==> src/hdl/dac_cmd_pkg.sv <==
package dac_cmd_pkg;

  localparam int FRAME_BITS = 24;
  localparam int DATA_BITS  = 16;
  localparam int CTRL_BITS  = 11;
  localparam int COUNT_BITS = 5;

  // link and core timing
  localparam int CLOCK_PERIOD_PS = 4000;
  localparam int SYNC_STAGES     = 2;

  localparam logic [COUNT_BITS-1:0] FRAME_COUNT = 5'h18;
  localparam logic [COUNT_BITS-1:0] COUNT_MAX   = 5'h1F;

  // command addresses
  localparam logic [3:0] ADDR_NOP_0        = 4'h0;
  localparam logic [3:0] ADDR_WRITE_CTRL   = 4'h4;
  localparam logic [3:0] ADDR_NOP_5        = 4'h5;
  localparam logic [3:0] ADDR_NOP_6        = 4'h6;
  localparam logic [3:0] ADDR_DATA_RESET   = 4'h7;
  localparam logic [3:0] ADDR_CHAIN        = 4'h9;
  localparam logic [3:0] ADDR_READ_DAC     = 4'hB;
  localparam logic [3:0] ADDR_READ_CTRL    = 4'hC;
  localparam logic [3:0] ADDR_NOP_D        = 4'hD;
  localparam logic [3:0] ADDR_NOP_E        = 4'hE;
  localparam logic [3:0] ADDR_FULL_RESET   = 4'hF;

  // serial_output_chain_control register index
  localparam logic [3:0] CHAIN_CONTROL_OFFSET = 4'h9;

  // field positions
  localparam int CHAIN_DISABLE_POS = 0;
  localparam int RANGE_LSB         = 0;
  localparam int RANGE_MSB         = 2;
  localparam int SEL_LSB           = 3;
  localparam int SEL_MSB           = 4;

  // reset values
  localparam logic                 CHAIN_DISABLE_RESET = 1'b0;
  localparam logic [CTRL_BITS-1:0] CTRL_RESET          = 11'h000;
  localparam logic [DATA_BITS-1:0] CODE_RESET          = 16'h0000;

  // reset_value_select encodings and preset codes
  localparam logic [1:0]           SEL_ZERO   = 2'h0;
  localparam logic [1:0]           SEL_MID    = 2'h1;
  localparam logic [1:0]           SEL_FULL   = 2'h2;
  localparam logic [DATA_BITS-1:0] CODE_ZERO  = 16'h0000;
  localparam logic [DATA_BITS-1:0] CODE_MID   = 16'h8000;
  localparam logic [DATA_BITS-1:0] CODE_FULL  = 16'hFFFF;

  typedef struct packed {
    logic [2:0]           pad;
    logic                 zero;
    logic [3:0]           addr;
    logic [DATA_BITS-1:0] data;
  } frame_t;

  typedef struct packed {
    logic ground_clamp;
    logic buffer_power;
  } analog_ctrl_t;

  typedef enum logic [1:0] {
    ST_CLAMPED = 2'b01,
    ST_ACTIVE  = 2'b10
  } dev_state_t;

  function automatic logic is_noop(input logic [3:0] addr);
    return addr == ADDR_NOP_0 || addr == ADDR_NOP_5 || addr == ADDR_NOP_6
        || addr == ADDR_NOP_D || addr == ADDR_NOP_E;
  endfunction : is_noop

  function automatic logic is_read(input logic [3:0] addr);
    return addr == ADDR_READ_DAC || addr == ADDR_READ_CTRL;
  endfunction : is_read

  function automatic logic [DATA_BITS-1:0] preset_code(
    input logic [1:0] sel
  );
    unique case (sel)
      SEL_MID:  return CODE_MID;
      SEL_FULL: return CODE_FULL;
      default: return CODE_ZERO;
    endcase
  endfunction : preset_code

endpackage : dac_cmd_pkg

==> src/hdl/frame_receiver.sv <==
`timescale 1ns/1ps
module frame_receiver (
  input  wire logic              clock_i,
  input  wire logic              reset_n_i,
  input  wire logic              sclk_i,
  input  wire logic              sync_n_i,
  input  wire logic              data_i,
  output dac_cmd_pkg::frame_t    frame_o,
  output logic                   frame_valid_o,
  output logic                   bit_strobe_o,
  output logic                   bit_o
);
  import dac_cmd_pkg::*;

  logic [2:0]            sclk_sync;
  logic [2:0]            sync_sync;
  logic [1:0]            data_sync;
  logic [FRAME_BITS-1:0] shift;
  logic [COUNT_BITS-1:0] count;
  logic [FRAME_BITS-1:0] next_shift;
  logic [COUNT_BITS-1:0] next_count;
  logic                  next_valid;
  logic                  next_strobe;
  logic                  in_frame;
  logic                  sclk_fall;
  logic                  sync_rise;

  // edges read stages 2 and 3 only; stage 1 may be metastable
  assign in_frame  = !sync_sync[1];
  assign sclk_fall = !sclk_sync[1] && sclk_sync[2];
  assign sync_rise = sync_sync[1] && !sync_sync[2];

  always_comb begin
    next_shift  = shift;
    next_count  = count;
    next_valid  = 1'b0;
    next_strobe = 1'b0;
    if (in_frame && sclk_fall) begin
      next_shift  = {shift[FRAME_BITS-2:0], data_sync[1]};
      next_strobe = 1'b1;
      if (count != COUNT_MAX) begin
        next_count = count + 5'h01;
      end
    end
    if (sync_rise) begin
      next_valid = (count == FRAME_COUNT);
      next_count = '0;
    end
  end

  always_ff @(posedge clock_i) begin
    if (!reset_n_i) begin
      // idle high, so leaving reset shows no false edge
      sclk_sync     <= 3'h7;
      sync_sync     <= 3'h7;
      data_sync     <= 2'h0;
      shift         <= '0;
      count         <= '0;
      frame_valid_o <= 1'b0;
      bit_strobe_o  <= 1'b0;
      bit_o         <= 1'b0;
    end else begin
      sclk_sync     <= {sclk_sync[1:0], sclk_i};
      sync_sync     <= {sync_sync[1:0], sync_n_i};
      data_sync     <= {data_sync[0], data_i};
      shift         <= next_shift;
      count         <= next_count;
      frame_valid_o <= next_valid;
      bit_strobe_o  <= next_strobe;
      bit_o         <= data_sync[1];
    end
  end

  assign frame_o = frame_t'(shift);
endmodule : frame_receiver

==> src/hdl/dac_serial_command_decoder.sv <==
`timescale 1ns/1ps
// Summary of operation
// - address 1001 sets chain_disable from bit 0
// - one disables daisy chain, zero enables it
// - daisy chain enabled after reset
// - disabled chain tristates output, refuses readback
// - data reset loads preset code from reset_value_select
// - address 1111 clamps output, powers buffer down
// - host control write releases clamp, powers buffer
// - range change in operation forces full reset
// - no-operation addresses change no state
// - 24-bit frames, most significant bit first
// - readback shifts out during following frame
module dac_serial_command_decoder (
  input  wire logic                          clock_i,
  input  wire logic                          reset_n_i,
  input  wire logic                          serial_clock_i,
  input  wire logic                          frame_sync_n_i,
  input  wire logic                          serial_data_in_i,
  output logic                               serial_data_out_o,
  output logic                               serial_data_out_oe_n_o,
  output logic [dac_cmd_pkg::DATA_BITS-1:0]  output_code_o,
  output logic                               ground_clamp_o,
  output logic                               buffer_power_o,
  output logic                               chain_disable_o
);
  import dac_cmd_pkg::*;

  frame_t                frame;
  logic                  frame_valid;
  logic                  bit_strobe;
  logic                  bit_in;

  dev_state_t            state;
  dev_state_t            next_state;
  logic [CTRL_BITS-1:0]  ctrl;
  logic [CTRL_BITS-1:0]  next_ctrl;
  logic [DATA_BITS-1:0]  next_code;
  analog_ctrl_t          next_analog;
  logic                  next_chain_disable;
  logic [FRAME_BITS-1:0] out_shift;
  logic [FRAME_BITS-1:0] next_out_shift;
  logic                  full_reset;
  logic                  ctrl_write;
  logic                  range_change;

  frame_receiver receiver (
    .clock_i       (clock_i),
    .reset_n_i     (reset_n_i),
    .sclk_i        (serial_clock_i),
    .sync_n_i      (frame_sync_n_i),
    .data_i        (serial_data_in_i),
    .frame_o       (frame),
    .frame_valid_o (frame_valid),
    .bit_strobe_o  (bit_strobe),
    .bit_o         (bit_in)
  );

  assign ctrl_write   = frame_valid && frame.addr == ADDR_WRITE_CTRL;
  assign range_change = ctrl_write && state == ST_ACTIVE
      && frame.data[RANGE_MSB:RANGE_LSB] != ctrl[RANGE_MSB:RANGE_LSB];
  assign full_reset   = (frame_valid && frame.addr == ADDR_FULL_RESET)
      || range_change;

  // command decode; no-op and unknown addresses fall through untouched
  always_comb begin
    next_state         = state;
    next_ctrl          = ctrl;
    next_code          = output_code_o;
    next_chain_disable = chain_disable_o;
    next_analog        = '{ground_clamp: ground_clamp_o,
                           buffer_power: buffer_power_o};
    if (full_reset) begin
      next_state         = ST_CLAMPED;
      next_code          = CODE_RESET;
      next_chain_disable = CHAIN_DISABLE_RESET;
      next_analog        = '{ground_clamp: 1'b1, buffer_power: 1'b0};
      // keeps the new range so the next control write releases the clamp
      next_ctrl          = ctrl_write ? frame.data[CTRL_BITS-1:0]
                                      : CTRL_RESET;
    end else if (frame_valid && !is_noop(frame.addr)) begin
      unique case (frame.addr)
        ADDR_WRITE_CTRL: begin
          next_ctrl   = frame.data[CTRL_BITS-1:0];
          next_state  = ST_ACTIVE;
          next_analog = '{ground_clamp: 1'b0, buffer_power: 1'b1};
        end
        CHAIN_CONTROL_OFFSET: begin
          next_chain_disable = frame.data[CHAIN_DISABLE_POS];
        end
        ADDR_DATA_RESET: begin
          next_code = preset_code(ctrl[SEL_MSB:SEL_LSB]);
        end
        default: begin
          next_state = state;
        end
      endcase
    end
  end

  // daisy chain passes input through; readback overwrites the shifter
  always_comb begin
    next_out_shift = out_shift;
    if (frame_valid && is_read(frame.addr) && !chain_disable_o) begin
      next_out_shift = {3'h0, 1'b0, frame.addr,
                        frame.addr == ADDR_READ_CTRL
                          ? {5'h00, ctrl} : output_code_o};
    end else if (bit_strobe) begin
      next_out_shift = {out_shift[FRAME_BITS-2:0], bit_in};
    end
  end

  always_ff @(posedge clock_i) begin
    if (!reset_n_i) begin
      state                  <= ST_CLAMPED;
      ctrl                   <= CTRL_RESET;
      output_code_o          <= CODE_RESET;
      chain_disable_o        <= CHAIN_DISABLE_RESET;
      ground_clamp_o         <= 1'b1;
      buffer_power_o         <= 1'b0;
      out_shift              <= '0;
      serial_data_out_o      <= 1'b0;
      serial_data_out_oe_n_o <= 1'b0;
    end else begin
      state                  <= next_state;
      ctrl                   <= next_ctrl;
      output_code_o          <= next_code;
      chain_disable_o        <= next_chain_disable;
      ground_clamp_o         <= next_analog.ground_clamp;
      buffer_power_o         <= next_analog.buffer_power;
      out_shift              <= next_out_shift;
      serial_data_out_o      <= next_out_shift[FRAME_BITS-1];
      serial_data_out_oe_n_o <= next_chain_disable;
    end
  end
endmodule : dac_serial_command_decoder

==> config.mk <==
export PLATFORM = sky130hd
export DESIGN_NAME = dac_serial_command_decoder
export DESIGN_NICKNAME = d
export VERILOG_FILES = /design/src/hdl/dac_cmd_pkg.sv /design/src/hdl/frame_receiver.sv /design/src/hdl/dac_serial_command_decoder.sv
export SDC_FILE = /design/constraint.sdc
export NUM_CORES = 1
export LEC_CHECK = 0
export BUFFER_PORTS_ARGS = -buffer_cell sky130_fd_sc_hd__buf_2
export CAP_MARGIN = 20
export CELL_PAD_IN_SITES_DETAIL_PLACEMENT = 0
export CELL_PAD_IN_SITES_GLOBAL_PLACEMENT = 1
export CORE_UTILIZATION = 50
export DETAILED_ROUTE_END_ITERATION = 6
export PLACE_DENSITY = 0.83
export SYNTH_ARGS = -nofsm -noshare
export SYNTH_HDL_FRONTEND = slang
export SYNTH_HIERARCHICAL = 1
export SYNTH_SLANG_ARGS = --single-unit
==> constraint.sdc <==
create_clock -name clock_i -period 5.1 [get_ports clock_i]
set_input_delay 1.02 -clock clock_i [delete_from_list [all_inputs] [get_ports clock_i]]
set_output_delay 1.02 -clock clock_i [all_outputs]
set_load 0.01 [all_outputs]
-- Yosys cells after proc, flatten, opt, wreduce, memory -nomap -nowiden
Cells that the tools add are included.
- input port bits: 5
- register bits: 92
- output and inout bits: 21
- bitwise logic cells: 1
- reduce and logical (&&, ||, !) cells: 34
- mux-type cells: 9
- equal/unequal tests: 16
- add/subtract/negate cells: 1
- operators with widths (operator ; number):
    $mux W11 ; 4
    $mux W20 ; 2
    $pmux W16 S2 ; 1
    $eq A4 B4 Y1 const B ; 6
    $eq A4 B3 Y1 const B ; 4
    $mux W16 ; 1
    $reduce_and A2 Y1 ; 6
    $logic_and A1 B1 Y1 ; 10
    $logic_or A1 B1 Y1 ; 6
    $reduce_bool A2 Y1 ; 3
    $reduce_or A2 Y1 ; 3
    $add A5 B1 Y5 const B ; 1
    $eq A5 B5 Y1 const B ; 1
    $logic_not A1 Y1 ; 5
    $ne A5 B5 Y1 const B ; 1
    $eq A2 B2 Y1 const B ; 2
    $logic_not A4 Y1 ; 1
    $ne A3 B3 Y1 ; 1
    $eq A2 B1 Y1 const B ; 1
    $mux W1 ; 1
    $not A1 Y1 ; 1

-- Logic depth before layout (Yosys ltp)
Gate-level depths: netlist of run 1.
- depth after elaboration: 9
- depth in mapped cells: 6
- depth with buffers taken out: 6

-- Cells and area by module
The synthesis of run 1 kept the hierarchy.
- modules (own cells, without submodules) (module ; cells an instance ; times used ; area each (um^2)):
    dac_serial_command_decoder ; 186 ; 1 ; 1890.6
    frame_receiver ; 161 ; 1 ; 1457.6

-- Worst setup path after synthesis of run 1
OpenSTA, ideal clock, no wires.
- path kind: reg-to-output
- from: register output_code_o[14] (netlist name)
- to: output output_code_o[10] in the netlist's numbering
- buffers on the path: 1
- cell stages (with the launch flop): 2
- data arrival time: 0.799 ns
- path slack: 3.281 ns
- cell sequence: dfxtp_1 > buf_4
- RTL lines (what ; line ; RTL):
    end: declaration ; dac_serial_command_decoder.sv:22 ; output logic [dac_cmd_pkg::DATA_BITS-1:0] output_code_o,

-- Final worst setup path of run 1
- from: register receiver.shift[18] (netlist: receiver/frame_o[18])
- to: register out_shift[10]
- cells in the longest elaborated chain, start to end: 5
- elaborated cells between the ends (all ways): 8
- ends and longest elaborated chain (what ; line ; RTL):
    start: declaration ; frame_receiver.sv:18 ; logic [FRAME_BITS-1:0] shift;
    start signal: assignment ; frame_receiver.sv:66 ; shift <= next_shift;
    $eq A4 B4 Y1, on equally long branches ; dac_cmd_pkg.sv:74, dac_serial_command_decoder.sv:106 ;
    $logic_or A1 B1 Y1 ; dac_cmd_pkg.sv:74 ; return addr == ADDR_READ_DAC || addr == ADDR_READ_CTRL;
    $logic_and A1 B1 Y1 (2 in a row) ; dac_serial_command_decoder.sv:104 ; if (frame_valid && is_read(frame.addr) && !chain_disable_o) begin
    $mux W20 / $reduce_bool A2 Y1 (equally long branches) ; -- ;
    end signal: assignment ; dac_serial_command_decoder.sv:131 ; out_shift <= next_out_shift;
    end: declaration ; dac_serial_command_decoder.sv:41 ; logic [FRAME_BITS-1:0] out_shift;
Several ways; a longest one is shown, not always the timed one.
A chain may end at the register's enable or synchronous reset.

==> impl_metrics.tcl, run 1 <==
set metrics [dict create \
    via_count 2181 \
    drive_gt1_frac 0.173 \
    finalHoldViolations 0 \
    nFillCells 547 \
    rsz0062_at_grt "no" \
    finalCritPeriodShare 0.468 \
    setup_viol 0 \
    slowest_stage "a211oi_4" \
    ff_latch_area_mm2 0.00152 \
    post-route-drc-count 0 \
    rr_worst_depth 4 \
    place_hpwl_um 3550 \
    wl_per_cell_um 13.0 \
    die_area_mm2 0.00674 \
    io_pins 26 \
    clock-sinks 76 \
    cts_root_buf "clkbuf_8" \
    ir_drop_uv 251 \
    grt_pass1_wl_um 9150 \
    relSlewSlack 0.471 \
    synth_nets 340 \
    dpl.cell_count 401 \
    crit_family "compound AO/OA/AOI/OAI gates" \
    diodes 0 \
    hold_depth 1 \
    final_max_slew_viol_count 0 \
    path_cells "or3b_4, a211oi_4, nor2b_1, a221o_1" \
    startpoint_type "register" \
    start_util 0.529 \
    grt_max_degree 51 \
    worstSetupPathType "register to register" \
    worstMarginPinSlew_ns 0.793 \
    whs_endpoint "receiver/sync_sync[1]" \
    die_y_um 82.1 \
    crit_buf_inv 0 \
    drt_first_iter_violations 72 \
    final_cells 417 \
    hold_path.class "register to register" \
    cp-startpoint "receiver/frame_o[18]" \
    die_x_um 82.1 \
    cts_hold_buf 0 \
    end_kind "register" \
    powerDensity_mw_per_mm2 307 \
    numCtsBuffers 9 \
    cts_tree "done" \
    place_congestion 0.730 \
    htreeDepth 3 \
    worstHoldStart "receiver/sync_sync[0]" \
    avgSynthCellArea_um2 9.69 \
    leakage_nw 1.31 \
    r2r_end "out_shift[10]" \
    skew_ns 0.00883 \
    timing.setup.tns_ns 0 \
    core_area_mm2 0.00606 \
    slowest_delay_ns 0.66 \
    worstPathRequired_ns 5.34 \
    io_buffers 25 \
    clk_pin_slew_ns 0.08 \
    drt_first_pass_iters 4 \
    grt_pass1_vias 1997 \
    area_growth_pct 7.22 \
    antenna_found_initial 0 \
    status "completed" \
    via_per_inst 5.23 \
    syn_area_mm2 0.00321 \
    cts_resized 0 \
    multiInputGateArea_mm2 0.00146 \
    wl_um 5400 \
    cp_max_fo 18 \
    rows 28 \
    worst_skew_pair.late_latency_ns 0.35 \
    antenna_left 0 \
    max_freq_mhz 419 \
    period_needed_ns 2.39 \
    cp.arrival_ns 2.63 \
    post_cts_buffers 0 \
    cts_buffer_depth 2 \
    layout.nets 346 \
    track_usage 0.183 \
    synth_warnings 6 \
    netlist_instances 331 \
    grt_remaining_overflow 0 \
    drv_cap 0 \
    ff2ff_setup_slack_ns 2.71 \
    worstReg2RegStart "receiver/frame_o[18]" \
]
[area by class of cell]
class	count	share of cell area
Clock inverter	7	0.0196
Multi-Input combinational cell	216	0.423
Tap cell	75	0.0273
Sequential cell	76	0.442
Timing Repair Buffer	30	0.0473
Inverter	4	0.00437
Clock buffer	9	0.0360
[state kept, by name, indices dropped and copies added (netlist names)]
| signal | cells |
|---|---|
| receiver/sync_sync | 3 |
| out_shift | 23 |
| receiver/data_sync | 2 |
| serial_data_out_o | 1 |
| state | 1 |
| buffer_power_o | 1 |
| receiver/sclk_sync | 3 |
| receiver/count | 5 |
| ctrl | 11 |
| chain_disable_o | 1 |
| receiver/frame_o | 20 |
| receiver/bit_strobe_o | 1 |
| receiver/bit_o | 1 |
| receiver/frame_valid_o | 1 |
| output_code_o | 2 |
[stage by stage]
stage           util  setup slack [ns]  power, W  area [µm²]  hold slack, ns
3_3_place_gp   0.535              2.29  0.000631        3240           0.393
5_1_grt        0.568              2.54   0.00110        3440           0.446
2_1_floorplan      -              3.28  0.000626        3210           0.386
4_1_cts        0.568              2.71   0.00107        3440           0.417
3_5_place_dp   0.536              2.67  0.000631        3250           0.397
6_report       0.568              2.71   0.00106        3440           0.413
[placed cells by master, fill, tap and decap left out, types with 4 or more instances in the layout]
master / count
nand2b_1: 8
o21a_1: 7
nand3_1: 6
nor2_1: 28
a21boi_0: 20
a221o_1: 9
nor3b_1: 4
inv_1: 4
xnor2_1: 4
a21oi_1: 4
mux2_2: 10
dfxtp_1: 76
buf_4: 5
buf_2: 25
ha_1: 4
mux2i_1: 26
clkbuf_8: 9
nor2b_1: 4
nand2_1: 48
and2_1: 4
[how the worst max path moves through the flow]
stage / endpoint / slack [ns] / depth (start not counted)
final: out_shift[10] / 2.71 / 4
after floorplan: output_code_o[10] / 3.28 / 1
after detailed placement: state[0] / 2.67 / 5
after global placement: state[0] / 2.29 / 5
after global routing: out_shift[10] / 2.54 / 4
after CTS: out_shift[10] / 2.71 / 4
[per-layer routing]
| layer | vias to the layer above | wire, µm | GRT usage |
|---|---|---|---|
| met1 | 1010 | 2680 | 0.226 |
| li1 | 1138 | - | - |
| met3 | 9 | 189 | 0.0593 |
| met2 | 24 | 2410 | 0.285 |
| met5 | - | 0 | 0 |
| met4 | 0 | 120 | 0.0947 |
[power by group]
group	total [W]	internal, W	leakage (nW)	switching, W
clock	0.000439	0.000223	0.0910	0.000216
combinational	0.0000196	0.00000800	0.608	0.0000116
sequential	0.000597	0.000596	0.614	0.00000149
Note: power is estimated with default switching activity, not from simulation.
==> run 2: changes to the inputs <==
Settings changed: CORE_UTILIZATION 50 to 46, PLACE_DENSITY 0.83 to 0.77.
Clock period 5.1 ns to 2.2 ns, I/O delays scaled along.
==> run 2 against run 1 <==
Compared with the run above: clock skew decreased by 0.0031 ns; worst hold slack got worse by 0.15 ns; sequential cell count is the same; setup slack got worse by 2.4 ns; count of clock-buffer cells in the layout up 1; critical endpoint is now out_shift[6]; global-route usage shrank 1.4 points; via count grew 1.6%; largest cell class unchanged; total power grew to 2.6 times the previous value; core utilization is 4.3 points lower; final cell count up 2.4%; final area is 2.9% higher; non-clock buffer count grew 5.
==> impl_metrics.tcl, run 2 (same netlist as run 1, synthesis figures left out) <==
set metrics [dict create \
    antenna_left 0 \
    clock-sinks 76 \
    drive_gt1_frac 0.184 \
    cts_hold_buf 0 \
    antenna_found_initial 0 \
    worst_skew_pair.late_latency_ns 0.35 \
    multiInputGateArea_mm2 0.00146 \
    final_common_cell "dfxtp_1" \
    start_util 0.475 \
    cp_max_fo 11 \
    top_register "out_shift" \
    leakage_nw 1.37 \
    post-route-drc-count 0 \
    drt_first_iter_violations 113 \
    switching_power_w 0.000546 \
    cts_tree "done" \
    track_usage 0.169 \
    diodes 0 \
    die_x_um 85.5 \
    core_area_mm2 0.00676 \
    drt_first_pass_iters 4 \
    dpl_cell_area_mm2 0.00329 \
    grt.met3_usage 0.0375 \
    htreeDepth 3 \
    skew_ns 0.00572 \
    place_hpwl_um 3920 \
    grt_pass1_vias 1992 \
    place_congestion 0.782 \
    grt_max_degree 22 \
    timing.setup.tns_ns 0 \
    max_freq_mhz 534 \
    ff_latch_area_mm2 0.00152 \
    pwr-share-clk 0.475 \
    p_int_w 0.00219 \
    grt_pass1_wl_um 9410 \
    ir_drop_uv 345 \
    numCtsBuffers 9 \
    relSlewSlack 0.602 \
    worstMarginPinSlew_ns 0.595 \
    grt_remaining_overflow 0 \
    post_cts_buffers 0 \
    wl_um 5700 \
    worstPathRequired_ns 2.49 \
    power_frac_comb 0.018 \
    powerDensity_mw_per_mm2 771 \
    rows 30 \
    cts_buffer_depth 2 \
    startpoint_type "register" \
    drv_cap 0 \
    finalCritPeriodShare 0.851 \
    setup_viol 0 \
    fin_area_mm2 0.00354 \
    via_per_inst 5.19 \
    cts_root_buf "clkbuf_8" \
    status "completed" \
    top_usage_layer "met2" \
    end_kind "register" \
    wl_per_cell_um 13.3 \
    final_max_slew_viol_count 0 \
    cts_resized 0 \
    via_count 2216 \
    finalHoldViolations 0 \
    io_buffers 25 \
    area_growth_pct 10.4 \
    clk_pin_slew_ns 0.08 \
    io_pins 26 \
    p_seq_frac 0.507 \
    use_met1 0.225 \
    mostFrequentLayoutCells "dfxtp_1, nand2_1, nor2_1, mux2i_1, buf_2" \
    die_y_um 85.5 \
    layout.nets 351 \
    nFillCells 640 \
    fin_hold_ws_ns 0.268 \
    swShare 0.200 \
    cp.arrival_ns 2.17 \
    die_area_mm2 0.00731 \
    use_met2 0.249 \
    period_needed_ns 1.87 \
    worstSetupPathType "register to register" \
    hold_path.class "primary input to register" \
    rsz0062_at_grt "no" \
    largest_reg_flops 23 \
]
==> run 2: cell count changes in the layout (fill, tap and decap cells not counted) <==
cell / previous run / this run
buf_4: 5 / 10
bufinv_16: 1 / 3
clkinv_2: 3 / 1
clkinvlp_4: 3 / 1
clkbuf_8: 9 / 10
clkinv_4: 0 / 1
==> run 2: through the flow <==
step	power (W)	setup slack, ns	instances	util
floorplan	0.00145	0.404	331	-
global placement	0.00147	0.399	411	0.487
detailed placement	0.00147	0.322	411	0.487
CTS	0.00277	0.315	427	0.524
global route	0.00284	0.215	427	0.524
finish	0.00273	0.328	427	0.524
==> run 2: worst paths after layout <==
kind	from	endpoint	slack (ns)	cells past startpoint
max	receiver/frame_o[18]	out_shift[6]	0.33	4
max reg2reg	receiver/frame_o[18]	out_shift[6]	0.33	4
min	frame_sync_n_i	receiver/sync_sync[0]	0.27	2
min reg2reg	receiver/sync_sync[0]	receiver/sync_sync[1]	0.41	1
==> run 2: area by class of cell <==
type                    instances  area share
repair buffers                 35      0.0565
flip-flops and latches         76       0.430
inverters                       4     0.00424
multi-input cells             216       0.411
well taps                      80      0.0283
clock buffers                  10      0.0389
clock inverters                 6      0.0314
==> run 2: per-layer routing <==
layer,part of all wire,up-vias
li1,-,1146
met4,0.023,0
met5,0,-
met1,0.52,1035
met3,0.016,10
met2,0.44,25
==> run 2: critical path: stages (launching register included) <==
cell and delay [ns]:
dfxtp_1 0.44, or3b_4 0.42, a211oi_4 0.30, and3b_1 0.44
a221o_1 0.22
==> run 2: power groups by stage <==
stage | Sequential [W] | Combinational, W | Clock [W]
final | 0.00138 | 0.0000488 | 0.00130
after floorplan | 0.00142 | 0.0000356 | 0
after detailed placement | 0.00142 | 0.0000492 | 0
after global placement | 0.00142 | 0.0000491 | 0
after global routing | 0.00139 | 0.0000538 | 0.00140
after CTS | 0.00138 | 0.0000493 | 0.00133
